===== config.mk =====
export PLATFORM = sky130hd
export DESIGN_NAME = tile_status_control_regs
export DESIGN_NICKNAME = d
export VERILOG_FILES = /design/src/tile_status_pkg.sv /design/src/tile_status_control_regs.sv /design/src/ring_osc_counter.sv
export SDC_FILE = /design/constraint.sdc
export NUM_CORES = 2
export LEC_CHECK = 0
export BUFFER_PORTS_ARGS = -buffer_cell sky130_fd_sc_hd__buf_2
export CORE_UTILIZATION = 30
export DETAILED_ROUTE_END_ITERATION = 10
export PLACE_DENSITY_LB_ADDON = 0.3
export REMOVE_ABC_BUFFERS = 1
export SYNTH_ARGS = -nofsm -noshare
export SYNTH_HDL_FRONTEND = slang
export SYNTH_HIERARCHICAL = 1
export SYNTH_SLANG_ARGS = --single-unit

===== constraint.sdc =====
create_clock -name core_clk_in -period 4.8 [get_ports core_clk_in]
set_input_delay 0.96 -clock core_clk_in [delete_from_list [all_inputs] [get_ports core_clk_in]]
set_output_delay 0.96 -clock core_clk_in [all_outputs]
set_load 0.03 [all_outputs]

===== src/tile_status_pkg.sv =====
// shared constants and carriers for the tile status register bank
package tile_status_pkg;

  // ==========================================================
  // register numbers
  localparam logic [7:0] NUM_TILE_CTRL   = 8'h02;
  localparam logic [7:0] NUM_BOOT_STATUS = 8'h03;
  localparam logic [7:0] NUM_SECURITY    = 8'h05;
  localparam logic [7:0] NUM_OSC_CTRL    = 8'h06;
  localparam logic [7:0] NUM_OSC_COUNT0  = 8'h07;
  localparam int         OSC_COUNT_NUM   = 4;

  // ==========================================================
  // tile control fields
  localparam int TXD_DELAY_LSB = 18;
  localparam int TXD_DELAY_W   = 8;
  localparam int TXC_DIV_LSB   = 9;
  localparam int TXC_DIV_W     = 9;
  localparam int RGMII_EN_BIT  = 8;
  localparam int DIV_DYN_BIT   = 5;
  localparam int DIV_EN_BIT    = 4;
  localparam logic [31:0] TILE_CTRL_MASK  = 32'h03ff_ff30;
  localparam logic [31:0] TILE_CTRL_RESET = 32'h0000_0000;

  // ==========================================================
  // boot status fields
  localparam int BOOT_PROC_LSB   = 16;
  localparam int BOOT_SECURE_BIT = 8;
  localparam int BOOT_CORE1_BIT  = 5;
  localparam int BOOT_RAM_BIT    = 3;
  localparam int BOOT_JTAG_BIT   = 2;
  localparam int STRAP_SETTLE    = 3;

  // ==========================================================
  // security configuration fields
  localparam int SEC_LOCK_BIT     = 31;
  localparam int SEC_GDBG_BIT     = 14;
  localparam int SEC_REDUND_BIT   = 7;
  localparam int SEC_SBOOT_BIT    = 5;
  localparam int SEC_PLLJTAG_BIT  = 4;
  localparam int SEC_JTAGDBG_BIT  = 0;
  localparam logic [31:0] SEC_MASK  = 32'h8000_40b1;
  localparam logic [31:0] SEC_RESET = 32'h0000_0000;

  // ==========================================================
  // oscillator control fields
  localparam int OSC_CORE_BIT   = 1;
  localparam int OSC_PERIPH_BIT = 0;
  localparam int OSC_COUNT_W    = 16;
  localparam logic [1:0] OSC_CTRL_RESET = 2'h0;

  // ==========================================================
  // carriers
  typedef struct packed {
    logic        wr;
    logic        rd;
    logic [7:0]  num;
    logic [31:0] wdata;
  } ps_req_t;

  typedef struct packed {
    logic       ctl;
    logic [3:0] data;
  } rgmii_tx_t;

  typedef struct packed {
    logic global_debug_block;
    logic jtag_debug_block;
    logic secure_boot;
    logic pll_jtag_block;
    logic otp_redundancy;
  } security_ctl_t;

endpackage : tile_status_pkg


===== src/tile_status_control_regs.sv =====
// processor status register bank of one tile: control, boot, security, ring oscillators
//
// Operation
// tx data delayed by delay field cycles
// tx clock high at divider, low at half
// software programs divider as ratio minus one
// rgmii reaches ports only while enabled
// dynamic divider only when all threads paused
// divider enable bit requests low-power division
// boot status reports tile processor number
// boot status reports ram, jtag, pll straps
// boot status reports second core powered
// security register loaded from otp word
// access-disable bit locks security register writes
// disable bits block global and jtag debug
// secure boot override, pll/boot jtag block
// redundancy bit enables otp redundancy
// four oscillators, each counting, software controlled
// read counts ten cycles after stopping
// oscillator control: core and periph enables
// 16-bit counts, kept across reset
// counts ordered tile cell, wire, periph cell
// oscillators asynchronous to the tile clock
// register id is number shl 8 or 0x0b
// fourth count is peripheral wire oscillator
// divider counter wraps after reaching value
// counters step on edges only while enabled
`timescale 1ns/1ns
module tile_status_control_regs #(
  parameter int DELAY_DEPTH = 256
) (
  input  wire logic                          core_clk_in,
  input  wire logic                          rst_in,
  input  wire tile_status_pkg::ps_req_t      ps_req_in,
  output logic [31:0]                        ps_rdata_out,
  output logic                               ps_rvalid_out,
  input  wire tile_status_pkg::rgmii_tx_t    rgmii_tx_in,
  output tile_status_pkg::rgmii_tx_t         rgmii_tx_out,
  output logic                               rgmii_tx_clk_out,
  output logic                               rgmii_port_en_out,
  input  wire logic                          threads_paused_in,
  output logic                               clk_div_active_out,
  input  wire logic [7:0]                    processor_number_in,
  input  wire logic                          boot_from_ram_in,
  input  wire logic                          boot_from_jtag_in,
  input  wire logic                          second_core_powered_in,
  input  wire logic [1:0]                    boot_pll_strap_in,
  input  wire logic                          otp_load_in,
  input  wire logic [31:0]                   otp_word_in,
  output tile_status_pkg::security_ctl_t     security_ctl_out,
  input  wire logic [3:0]                    osc_in,
  output logic [1:0]                         osc_run_out
);
  import tile_status_pkg::*;

  // ==========================================================
  // helpers
  function automatic logic [31:0] masked_write(input logic [31:0] old_v,
                                               input logic [31:0] new_v,
                                               input logic [31:0] mask);
    masked_write = (old_v & ~mask) | (new_v & mask);
  endfunction : masked_write

  function automatic logic hit(input ps_req_t r, input logic [7:0] num);
    hit = r.wr && (r.num == num);
  endfunction : hit

  logic [31:0]            tile_ctrl_q;
  logic [31:0]            security_q;
  logic [1:0]             osc_ctrl_q;
  logic [1:0]             strap_s1_q;
  logic [1:0]             strap_s2_q;
  logic [1:0]             strap_s3_q;
  logic [1:0]             boot_pll_strap_q;
  logic [2:0]             settle_q;
  logic [31:0]            boot_status;
  logic [31:0]            rdata_d;
  logic [31:0]            rdata_q;
  logic                   rvalid_q;
  logic [TXD_DELAY_W-1:0] txd_delay;
  logic [TXC_DIV_W-1:0]   txc_div;
  logic [TXC_DIV_W-1:0]   txc_cnt_q;
  logic                   txc_q;
  logic [7:0]             wr_ptr_q;
  logic [7:0]             rd_ptr;
  rgmii_tx_t              delay_mem [DELAY_DEPTH];
  rgmii_tx_t              tx_q;
  logic [OSC_COUNT_W-1:0] osc_count [OSC_COUNT_NUM];

  assign txd_delay = tile_ctrl_q[TXD_DELAY_LSB +: TXD_DELAY_W];
  assign txc_div   = tile_ctrl_q[TXC_DIV_LSB +: TXC_DIV_W];

  // ==========================================================
  // tile control register
  always_ff @(posedge core_clk_in or posedge rst_in) begin
    if (rst_in) begin
      tile_ctrl_q <= TILE_CTRL_RESET;
    end else if (hit(ps_req_in, NUM_TILE_CTRL)) begin
      tile_ctrl_q <= masked_write(tile_ctrl_q, ps_req_in.wdata, TILE_CTRL_MASK);
    end
  end

  // ==========================================================
  // security configuration: otp copy wins over software, lock blocks software only
  always_ff @(posedge core_clk_in or posedge rst_in) begin
    if (rst_in) begin
      security_q <= SEC_RESET;
    end else if (otp_load_in) begin
      security_q <= otp_word_in & SEC_MASK;
    end else if (hit(ps_req_in, NUM_SECURITY) && !security_q[SEC_LOCK_BIT]) begin
      security_q <= masked_write(security_q, ps_req_in.wdata, SEC_MASK);
    end
  end

  assign security_ctl_out.global_debug_block = security_q[SEC_GDBG_BIT];
  assign security_ctl_out.jtag_debug_block   = security_q[SEC_JTAGDBG_BIT];
  assign security_ctl_out.secure_boot        = security_q[SEC_SBOOT_BIT];
  assign security_ctl_out.pll_jtag_block     = security_q[SEC_PLLJTAG_BIT];
  assign security_ctl_out.otp_redundancy     = security_q[SEC_REDUND_BIT];

  // ==========================================================
  // oscillator control
  always_ff @(posedge core_clk_in or posedge rst_in) begin
    if (rst_in) begin
      osc_ctrl_q <= OSC_CTRL_RESET;
    end else if (hit(ps_req_in, NUM_OSC_CTRL)) begin
      osc_ctrl_q <= ps_req_in.wdata[1:0];
    end
  end

  assign osc_run_out = osc_ctrl_q;

  // counters 0,1 are the tile oscillators, 2,3 the peripheral ones
  for (genvar i = 0; i < OSC_COUNT_NUM; i++) begin : g_osc
    ring_osc_counter #(
      .COUNT_W (OSC_COUNT_W)
    ) u_osc (
      .core_clk_in (core_clk_in),
      .rst_in      (rst_in),
      .osc_in      (osc_in[i]),
      .run_in      (osc_ctrl_q[(i < 2) ? OSC_CORE_BIT : OSC_PERIPH_BIT]),
      .count_out   (osc_count[i])
    );
  end

  // ==========================================================
  // pll mode straps: synchronised, then frozen once they have settled after reset
  always_ff @(posedge core_clk_in or posedge rst_in) begin
    if (rst_in) begin
      strap_s1_q <= 2'h0;
      strap_s2_q <= 2'h0;
      strap_s3_q <= 2'h0;
    end else begin
      strap_s1_q <= boot_pll_strap_in;
      strap_s2_q <= strap_s1_q;
      strap_s3_q <= strap_s2_q;
    end
  end

  always_ff @(posedge core_clk_in or posedge rst_in) begin
    if (rst_in) begin
      settle_q         <= 3'h0;
      boot_pll_strap_q <= 2'h0;
    end else if (settle_q != 3'(STRAP_SETTLE + 1)) begin
      // the synchroniser needs three edges to fill, so the window runs one edge past that
      settle_q <= settle_q + 3'h1;
      if (strap_s2_q == strap_s3_q) begin
        boot_pll_strap_q <= strap_s3_q;
      end
    end
  end

  always_comb begin
    boot_status                                    = 32'h0000_0000;
    boot_status[BOOT_PROC_LSB +: 8]                = processor_number_in;
    boot_status[BOOT_SECURE_BIT]                   = security_q[SEC_SBOOT_BIT];
    boot_status[BOOT_CORE1_BIT]                    = second_core_powered_in;
    boot_status[BOOT_RAM_BIT]                      = boot_from_ram_in;
    boot_status[BOOT_JTAG_BIT]                     = boot_from_jtag_in;
    boot_status[1:0]                               = boot_pll_strap_q;
  end

  // ==========================================================
  // read port: one cycle after the request, unmapped numbers read zero
  always_comb begin
    rdata_d = 32'h0000_0000;
    case (ps_req_in.num)
      NUM_TILE_CTRL:   rdata_d = tile_ctrl_q;
      NUM_BOOT_STATUS: rdata_d = boot_status;
      NUM_SECURITY:    rdata_d = security_q;
      NUM_OSC_CTRL:    rdata_d = {30'h0, osc_ctrl_q};
      NUM_OSC_COUNT0:          rdata_d = {16'h0, osc_count[0]};
      NUM_OSC_COUNT0 + 8'h01:  rdata_d = {16'h0, osc_count[1]};
      NUM_OSC_COUNT0 + 8'h02:  rdata_d = {16'h0, osc_count[2]};
      NUM_OSC_COUNT0 + 8'h03:  rdata_d = {16'h0, osc_count[3]};
      default:         rdata_d = 32'h0000_0000;
    endcase
  end

  always_ff @(posedge core_clk_in or posedge rst_in) begin
    if (rst_in) begin
      rdata_q  <= 32'h0000_0000;
      rvalid_q <= 1'b0;
    end else begin
      rvalid_q <= ps_req_in.rd;
      if (ps_req_in.rd) begin
        rdata_q <= rdata_d;
      end
    end
  end

  assign ps_rdata_out  = rdata_q;
  assign ps_rvalid_out = rvalid_q;

  // ==========================================================
  // transmit clock divider; ratio is field plus one, so odd fields give even splits
  always_ff @(posedge core_clk_in or posedge rst_in) begin
    if (rst_in) begin
      txc_cnt_q <= '0;
    end else if (txc_cnt_q >= txc_div) begin
      txc_cnt_q <= '0;
    end else begin
      txc_cnt_q <= txc_cnt_q + TXC_DIV_W'(1);
    end
  end

  always_ff @(posedge core_clk_in or posedge rst_in) begin
    if (rst_in) begin
      txc_q <= 1'b0;
    end else if (txc_cnt_q == txc_div) begin
      txc_q <= 1'b1;
    end else if (txc_cnt_q == (txc_div >> 1)) begin
      txc_q <= 1'b0;
    end
  end

  // ==========================================================
  // transmit data delay line; one output register adds a fixed cycle
  assign rd_ptr = wr_ptr_q - txd_delay;

  always_ff @(posedge core_clk_in or posedge rst_in) begin
    if (rst_in) begin
      wr_ptr_q <= 8'h00;
    end else begin
      wr_ptr_q <= wr_ptr_q + 8'h01;
    end
  end

  always_ff @(posedge core_clk_in) begin
    delay_mem[wr_ptr_q] <= rgmii_tx_in;
  end

  always_ff @(posedge core_clk_in or posedge rst_in) begin
    if (rst_in) begin
      tx_q <= '0;
    end else if (txd_delay == '0) begin
      tx_q <= rgmii_tx_in;
    end else begin
      tx_q <= delay_mem[rd_ptr];
    end
  end

  // ==========================================================
  // port gating and low-power divider request
  assign rgmii_port_en_out  = tile_ctrl_q[RGMII_EN_BIT];
  assign rgmii_tx_out       = tile_ctrl_q[RGMII_EN_BIT] ? tx_q : '0;
  assign rgmii_tx_clk_out   = tile_ctrl_q[RGMII_EN_BIT] & txc_q;
  assign clk_div_active_out = tile_ctrl_q[DIV_EN_BIT] &
                              (~tile_ctrl_q[DIV_DYN_BIT] | threads_paused_in);

  // ==========================================================
  // checks
  a_txc_rise: assert property (@(posedge core_clk_in) disable iff (rst_in)
    (txc_cnt_q == txc_div) |=> txc_q)
    else $error("tx clock did not rise at divider value");

  a_txc_wrap: assert property (@(posedge core_clk_in) disable iff (rst_in)
    (txc_cnt_q == txc_div) |=> txc_cnt_q == '0)
    else $error("divider counter did not wrap");

  a_port_gate: assert property (@(posedge core_clk_in) disable iff (rst_in)
    !tile_ctrl_q[RGMII_EN_BIT] |-> (rgmii_tx_out == '0) && !rgmii_tx_clk_out)
    else $error("rgmii drove ports while disabled");

  a_div_dynamic: assert property (@(posedge core_clk_in) disable iff (rst_in)
    (tile_ctrl_q[DIV_DYN_BIT] && !threads_paused_in) |-> !clk_div_active_out)
    else $error("dynamic divider active with running threads");

  a_div_static: assert property (@(posedge core_clk_in) disable iff (rst_in)
    (tile_ctrl_q[DIV_EN_BIT] && !tile_ctrl_q[DIV_DYN_BIT]) |-> clk_div_active_out)
    else $error("static divider not active");

  a_sec_lock: assert property (@(posedge core_clk_in) disable iff (rst_in)
    (security_q[SEC_LOCK_BIT] && !otp_load_in) |=> security_q == $past(security_q))
    else $error("locked security register changed");

  a_sec_load: assert property (@(posedge core_clk_in) disable iff (rst_in)
    otp_load_in |=> security_q == ($past(otp_word_in) & SEC_MASK))
    else $error("security register not loaded from otp");

  a_delay_zero: assert property (@(posedge core_clk_in) disable iff (rst_in)
    (txd_delay == '0) ##1 (txd_delay == '0) |-> tx_q == $past(rgmii_tx_in))
    else $error("zero delay did not pass data next cycle");

  a_read_ctrl: assert property (@(posedge core_clk_in) disable iff (rst_in)
    (ps_req_in.rd && ps_req_in.num == NUM_OSC_CTRL && !ps_req_in.wr)
      |=> ps_rvalid_out && ps_rdata_out == {30'h0, osc_ctrl_q})
    else $error("oscillator control read back wrong");

endmodule : tile_status_control_regs


===== src/ring_osc_counter.sv =====
// one ring oscillator counter, fed by an asynchronous oscillator output
`timescale 1ns/1ns
module ring_osc_counter #(
  parameter int COUNT_W = 16
) (
  input  wire logic               core_clk_in,
  input  wire logic               rst_in,
  input  wire logic               osc_in,
  input  wire logic               run_in,
  output logic [COUNT_W-1:0]      count_out
);
  import tile_status_pkg::*;

  logic               sync1_q;
  logic               sync2_q;
  logic               sync3_q;
  logic               level_q;
  logic               rise;
  // power-up value is zero; a system reset leaves the count alone
  logic [COUNT_W-1:0] count_q = '0;

  // ==========================================================
  // three-stage synchroniser, a rising change counts once stages two and three agree
  always_ff @(posedge core_clk_in or posedge rst_in) begin
    if (rst_in) begin
      sync1_q <= 1'b0;
      sync2_q <= 1'b0;
      sync3_q <= 1'b0;
    end else begin
      sync1_q <= osc_in;
      sync2_q <= sync1_q;
      sync3_q <= sync2_q;
    end
  end

  always_ff @(posedge core_clk_in or posedge rst_in) begin
    if (rst_in) begin
      level_q <= 1'b0;
    end else if (sync2_q == sync3_q) begin
      level_q <= sync3_q;
    end
  end

  assign rise = sync2_q & sync3_q & ~level_q;

  // ==========================================================
  // count keeps its value across reset, so it has no reset branch
  always_ff @(posedge core_clk_in) begin
    if (run_in && rise) begin
      count_q <= count_q + COUNT_W'(1);
    end
  end

  assign count_out = count_q;

  a_count_hold: assert property (@(posedge core_clk_in) disable iff (rst_in)
    !run_in |=> count_q == $past(count_q))
    else $error("oscillator count moved while stopped");

  a_count_step: assert property (@(posedge core_clk_in) disable iff (rst_in)
    (run_in && rise) |=> count_q == $past(count_q) + COUNT_W'(1))
    else $error("oscillator count missed an edge");

endmodule : ring_osc_counter


# ---- Yosys cells after proc, flatten, opt, wreduce, memory -nomap -nowiden
# Memory sizes are Yosys's and may differ from the RTL's. A register that Yosys moved wholly into a read port is not among the register bits.
# Index checks and enable logic that the tools add are counted.
dict set report totals {
  n_memories 1
  input_bits 100
  mem_bits_rw 1280
  elab_cells 96
  out_inout_bits 48
  ff_bits 208
}
dict set report op_classes {
  magnitude_cmp 1
  n_eq_ne 16
  mux 7
  n_reduce_logical 12
  bitwise_logic 18
  add_sub_neg 8
}
# name depth width rd rd_clocked_by_memory_dff write_ports line_no
set memory_table {}
lappend memory_table {delay_mem 256 5 1 1 1 tile_status_control_regs.sv:86} ;# rgmii_tx_t delay_mem [DELAY_DEPTH];
# operator n
set op_table {}
lappend op_table {{case mux 32 bit (8 select lines)} 1}
lappend op_table {{adder 16 x 1 -> 16 bit, second input constant} 4}
lappend op_table {{two-way mux 32 bit} 2}
lappend op_table {{OR 31 x 32 -> 32 bit} 1}
lappend op_table {{OR 32 x 26 -> 32 bit} 1}
lappend op_table {{equality test 8 x 3 -> 1 bit, second input constant} 3}
lappend op_table {{equality test 8 x 4 -> 1 bit, second input constant} 3}
lappend op_table {{equality test 8 x 2 -> 1 bit, second input constant} 2}
lappend op_table {{AND 1 bit} 10}
lappend op_table {{adder 9 x 1 -> 9 bit, second input constant} 1}
lappend op_table {{equality test 9 x 8 -> 1 bit} 1}
lappend op_table {{equality test 9 bit} 1}
lappend op_table {{>= comparator 9 bit} 1}
lappend op_table {{two-way mux 9 bit} 1}
lappend op_table {{adder 8 x 1 -> 8 bit, second input constant} 1}
lappend op_table {{logical AND 1 bit} 8}
lappend op_table {{subtractor 8 bit} 1}
lappend op_table {{two-way mux 5 bit} 1}
lappend op_table {{NOT 1 bit} 5}
lappend op_table {{equality test 1 bit} 4}
lappend op_table {{nonzero test 2 bit} 2}
lappend op_table {{adder 3 x 1 -> 3 bit, second input constant} 1}
lappend op_table {{!= test 3 bit, second input constant} 1}
lappend op_table {{equality test 2 bit} 1}
lappend op_table {{other kinds (4)} 5}

# ---- Logic depth before layout (Yosys ltp)
dict set report depth {
  depth_word 5
  mapped_depth 16
  mapped_depth_nobuf 12
}

# ---- Modules after synthesis
# Netlist, hierarchy kept.
# module n_inst cells_per_inst area_each_um2
set modules_own_cells {}
lappend modules_own_cells {tile_status_control_regs 1 3268 55410.6}
lappend modules_own_cells {ring_osc_counter 4 66 917.1}

# ---- Worst setup path before layout
# OpenSTA, ideal clock, no wires.
dict set report synth_path {
  kind {reg2reg}
  from {register wr_ptr_q[0]}
  to {register, netlist name tx_q[3]}
  slack_ps 1498
  stages_incl_launch_ff 15
  required_time_ps 4663
  n_path_buf 4
  setup_ps 137
  arrival_time_ps 3165
  synth_period_minus_slack_ps 3302
  path_cell_list {dfrtp_1 inv_1 ha_1 fa_1 buf_4 buf_4 clkbuf_1 clkbuf_1 mux4_2 mux2i_1 o22ai_1 o21ai_0 o2111ai_1 o211ai_1 a21oi_1}
}
dict set report synth_between {
  elab_chain_cells 1
}
# item line_no
set synth_rtl {}
lappend synth_rtl {{start, declared} tile_status_control_regs.sv:84} ;# logic [7:0] wr_ptr_q;
lappend synth_rtl {{start signal, assigned} tile_status_control_regs.sv:245} ;# wr_ptr_q <= wr_ptr_q + 8'h01;
lappend synth_rtl {{subtractor 8 bit} tile_status_control_regs.sv:239} ;# assign rd_ptr = wr_ptr_q - txd_delay;
# Every way passes these cells.
# A chain may end at the register's enable or synchronous reset.

# ---- Worst setup path after layout
dict set report layout_path {
  from {register wr_ptr_q[0]}
  to {register, netlist name tx_q[4]}
}
dict set report layout_between {
  elab_chain_cells 1
}
# item line_no
set layout_rtl {}
lappend layout_rtl {{subtractor 8 bit} tile_status_control_regs.sv:239}
# Every way passes these cells.

==> flow_summary.ini <==
[run_status]
status = completed

[power]
power_frac_comb_pct = 6.9
irDropWorstVdd_mv = 0.402
swShare_pct = 23.2
internal_power_uw = 20900
p_per_area_nw_per_um2 = 400
clkPwrFrac_pct = 41.9
p_switching_uw = 6310
seq_power_share_pct = 51.2
total_leakage_power_uw = 0.0220

[clocking]
cts_resized = 0
clock_latency_ps = 810
clockRootBuffer = clkbuf_16
cts.sinks = 1451
clkTransAtPathRegs_ps = 70
clk_path_buf_depth = 3
ctsHtreeMaxLevel = 4
cts_tree = yes
numCtsBuffers = 149
hold_buffers = 0
cts_setup_buffers = 0

[final_layout]
final_cell_count_no_fill = 6426
layout-drive-gt1-share_pct = 19.9
fillerInstances = 18477
nNetsFinal = 3816
multi_input_area_sq_um = 15000
synthToLayoutAreaGrowth_pct = 15.0
seqCellArea_sq_um = 43000
fin_area_sq_um = 67900

[floorplan]
die_y_um = 446
io-pin-count = 148
dieArea_sq_um = 199000
coreArea_sq_um = 195000
rows = 162
chipWidth_um = 446
initial_utilization_pct = 30.3

[synth]
synth_top_area_share_pct = 68.3
synth_commonest_cells = 1344 x edfxtp_1, 465 x nand2_1, 315 x nor2_1
yosysTopAreaCell = edfxtp_1
synthTopCellsByArea = edfxtp_1 68%, mux4_2 10%, dfrtp_1 4.5%, nand2_1 3.0%, nor2_1 2.0%
ys_seq_area_share_pct = 72.8
synthCells = 3532
synthArstFlopShare_pct = 7.37
ys.warnings.count = 6
ys.flop_type = edfxtp_1
synth-seq-cells = 1451
yosysMostFrequentCell = edfxtp_1
yosysUniqueCellTypes = 60
synth_edf_count = 1344
syn_avg_cell_area_sq_um = 16.7
syn_area_sq_um = 59100

[sta]
final_hold_viol_count = 0
fmax_mhz = 232
tightest_slew_ps = 1130
fin_crit_sh_pct = 89.8
finClkSkew_ps = 55.2
final-setup-viol-count = 0
post-route-min-period_ps = 4310
relSlewSlack_pct = 24.6
rsz0062_at_grt = no
report.final.slew_viol_count = 0

[setup_path]
worstPathArrival_ps = 4980
cp-start-kind = register
crit_path_start = wr_ptr_q[0]
worstPathMaxFanout = 12
required_ps = 5460
r2r_start = wr_ptr_q[0]
timing_worst_setup_path_type = reg -> reg
cp-end-kind = register

[global_routing]
grt_pass1_wl_mm = 223
grt_max_degree = 123
met3_usage_pct = 2.94
antenna_found_initial = 6
grt_pass1_vias = 32201
overflow = 0
track_usage_pct = 15.2
gr-usage-met2_pct = 23.9
grt-busiest-layer = met2
grt.met1_usage_pct = 21.2

[detailed_routing]
viasPerCell = 4.97
drc = 0
vias = 31944
firstDrtPassIters = 8
avgRoutedWirePerCell_um = 23.6
routed_wl_mm = 152
drtAntennaViolNets = 0
drtIter0Drc = 3376

[placement]
globalplace.congestion = 0.813
numPortBuffers = 113
dpl_cell_area_sq_um = 63100
dp_cells = 6156
dp_hpwl_mm = 92.7

[min_path]
hp-class = in -> async

[job]
cap_violations = 0
[registers in the layout (all words and copies together) (netlist names)]
name	flops
txc_q	1
txc_cnt_q	9
security_q	6
tx_q	5
g_osc.u_osc/sync1_q	4
wr_ptr_q	8
strap_s3_q	2
delay_mem	1280
osc_run_out	2
ps_rdata_out	28
g_osc.u_osc/sync2_q	4
boot_pll_strap_q	2
strap_s2_q	2
g_osc.u_osc/count_out	64
tile_ctrl_q	20
g_osc.u_osc/level_q	4
g_osc.u_osc/sync3_q	4
strap_s1_q	2
ps_rvalid_out	1
settle_q	3
[cell families (layout without fill, tap and decap cells)]
group | after synthesis | count (layout) | synth area share [%]
xor gates and xnor gates | 95 | 95 | 1.45
and+or+nand+nor | 1092 | 1092 | 8.17
muxes | 360 | 360 | 11.8
other | 0 | 2 | 0
buffers and inverters | 258 | 526 | 2.04
AOI/OAI and AO/OA | 243 | 243 | 2.94
adders and majority gates | 33 | 33 | 0.712
DFF | 1451 | 1451 | 72.8
[cell usage in the layout (no fill, tap or decap), types with 24 or more instances in the layout]
master,Yosys,routed
o21ai_0,36,36
nor2_1,315,315
nor3_1,24,24
clkbuf_16,0,151
nand2_1,465,460
buf_12,0,26
nand3_1,159,158
mux2_2,26,26
nand4_1,49,49
buf_4,39,74
clkinv_2,0,26
buf_2,49,108
mux4_2,268,268
clkinv_1,1,35
edfxtp_1,1344,1344
clkbuf_1,110,28
xnor2_1,39,37
a32oi_1,41,41
mux2i_1,66,66
ha_1,32,31
dfrtp_1,107,107
xor2_1,54,52
a31oi_1,45,45
a21oi_1,32,32
inv_1,44,43
[worst max-delay path, cell delays in order, from the launching register on]
cell and delay [ps]:
dfrtp_1 400, inv_1 160, ha_1 230, fa_4 500
nand2b_1 190, a21oi_1 470, xnor2_2 350, nor2_1 940
nand3_1 150, nand3_1 220, a21oi_1 150, nand3_1 270
a31oi_1 120
[area by class of cell]
class / instances / area share, %
tap: 2624 / 4.83
clock inverter: 87 / 1.29
inverter: 45 / 0.252
sequential: 1451 / 63.3
multi-input combinational: 1823 / 22.0
antenna: 2 / 0.00737
clock buffer: 181 / 5.76
timing repair buffer: 213 / 2.48
[worst paths after layout]
check	endpoint	slack, ps	depth (start not counted)
min reg2reg	g_osc[0].u_osc/sync2_q	340	0
min	g_osc[0].u_osc/sync2_q	90	2
max reg2reg	tx_q[4]	490	12
max	tx_q[4]	490	12
min in group core_clk_in	g_osc[3].u_osc/sync1_q	270	1
max in group asynchronous	txc_q	3400	3
[power groups by stage]
stage               registers, uW  clock network (uW)  logic (uW)
floorplan                   14200                   0        1240
global placement            14200                   0        1880
detailed placement          14200                   0        1890
CTS                         13900               11600        1890
global route                13900               12100        2010
finish                      13900               11400        1880
[through the flow]
step | util (%) | power [uW] | hold WS, ps | setup TNS, ps | setup WS, ps
2_1_floorplan | - | 15400 | 331 | -48840 | -9440
3_3_place_gp | 32.4 | 16100 | 344 | 0 | 592
3_5_place_dp | 32.4 | 16100 | 337 | 0 | 564
4_1_cts | 34.8 | 27400 | 44.2 | 0 | 544
5_1_grt | 34.8 | 28000 | 66.7 | 0 | 263
6_report | 34.8 | 27200 | 91.0 | 0 | 488
[layer usage]
layer	wire [um]	vias up
li1	-	14023
met1	66700	16610
met2	71000	1105
met3	10300	204
met4	3570	2
met5	13	-
Note: power is estimated with default switching activity, not from simulation.
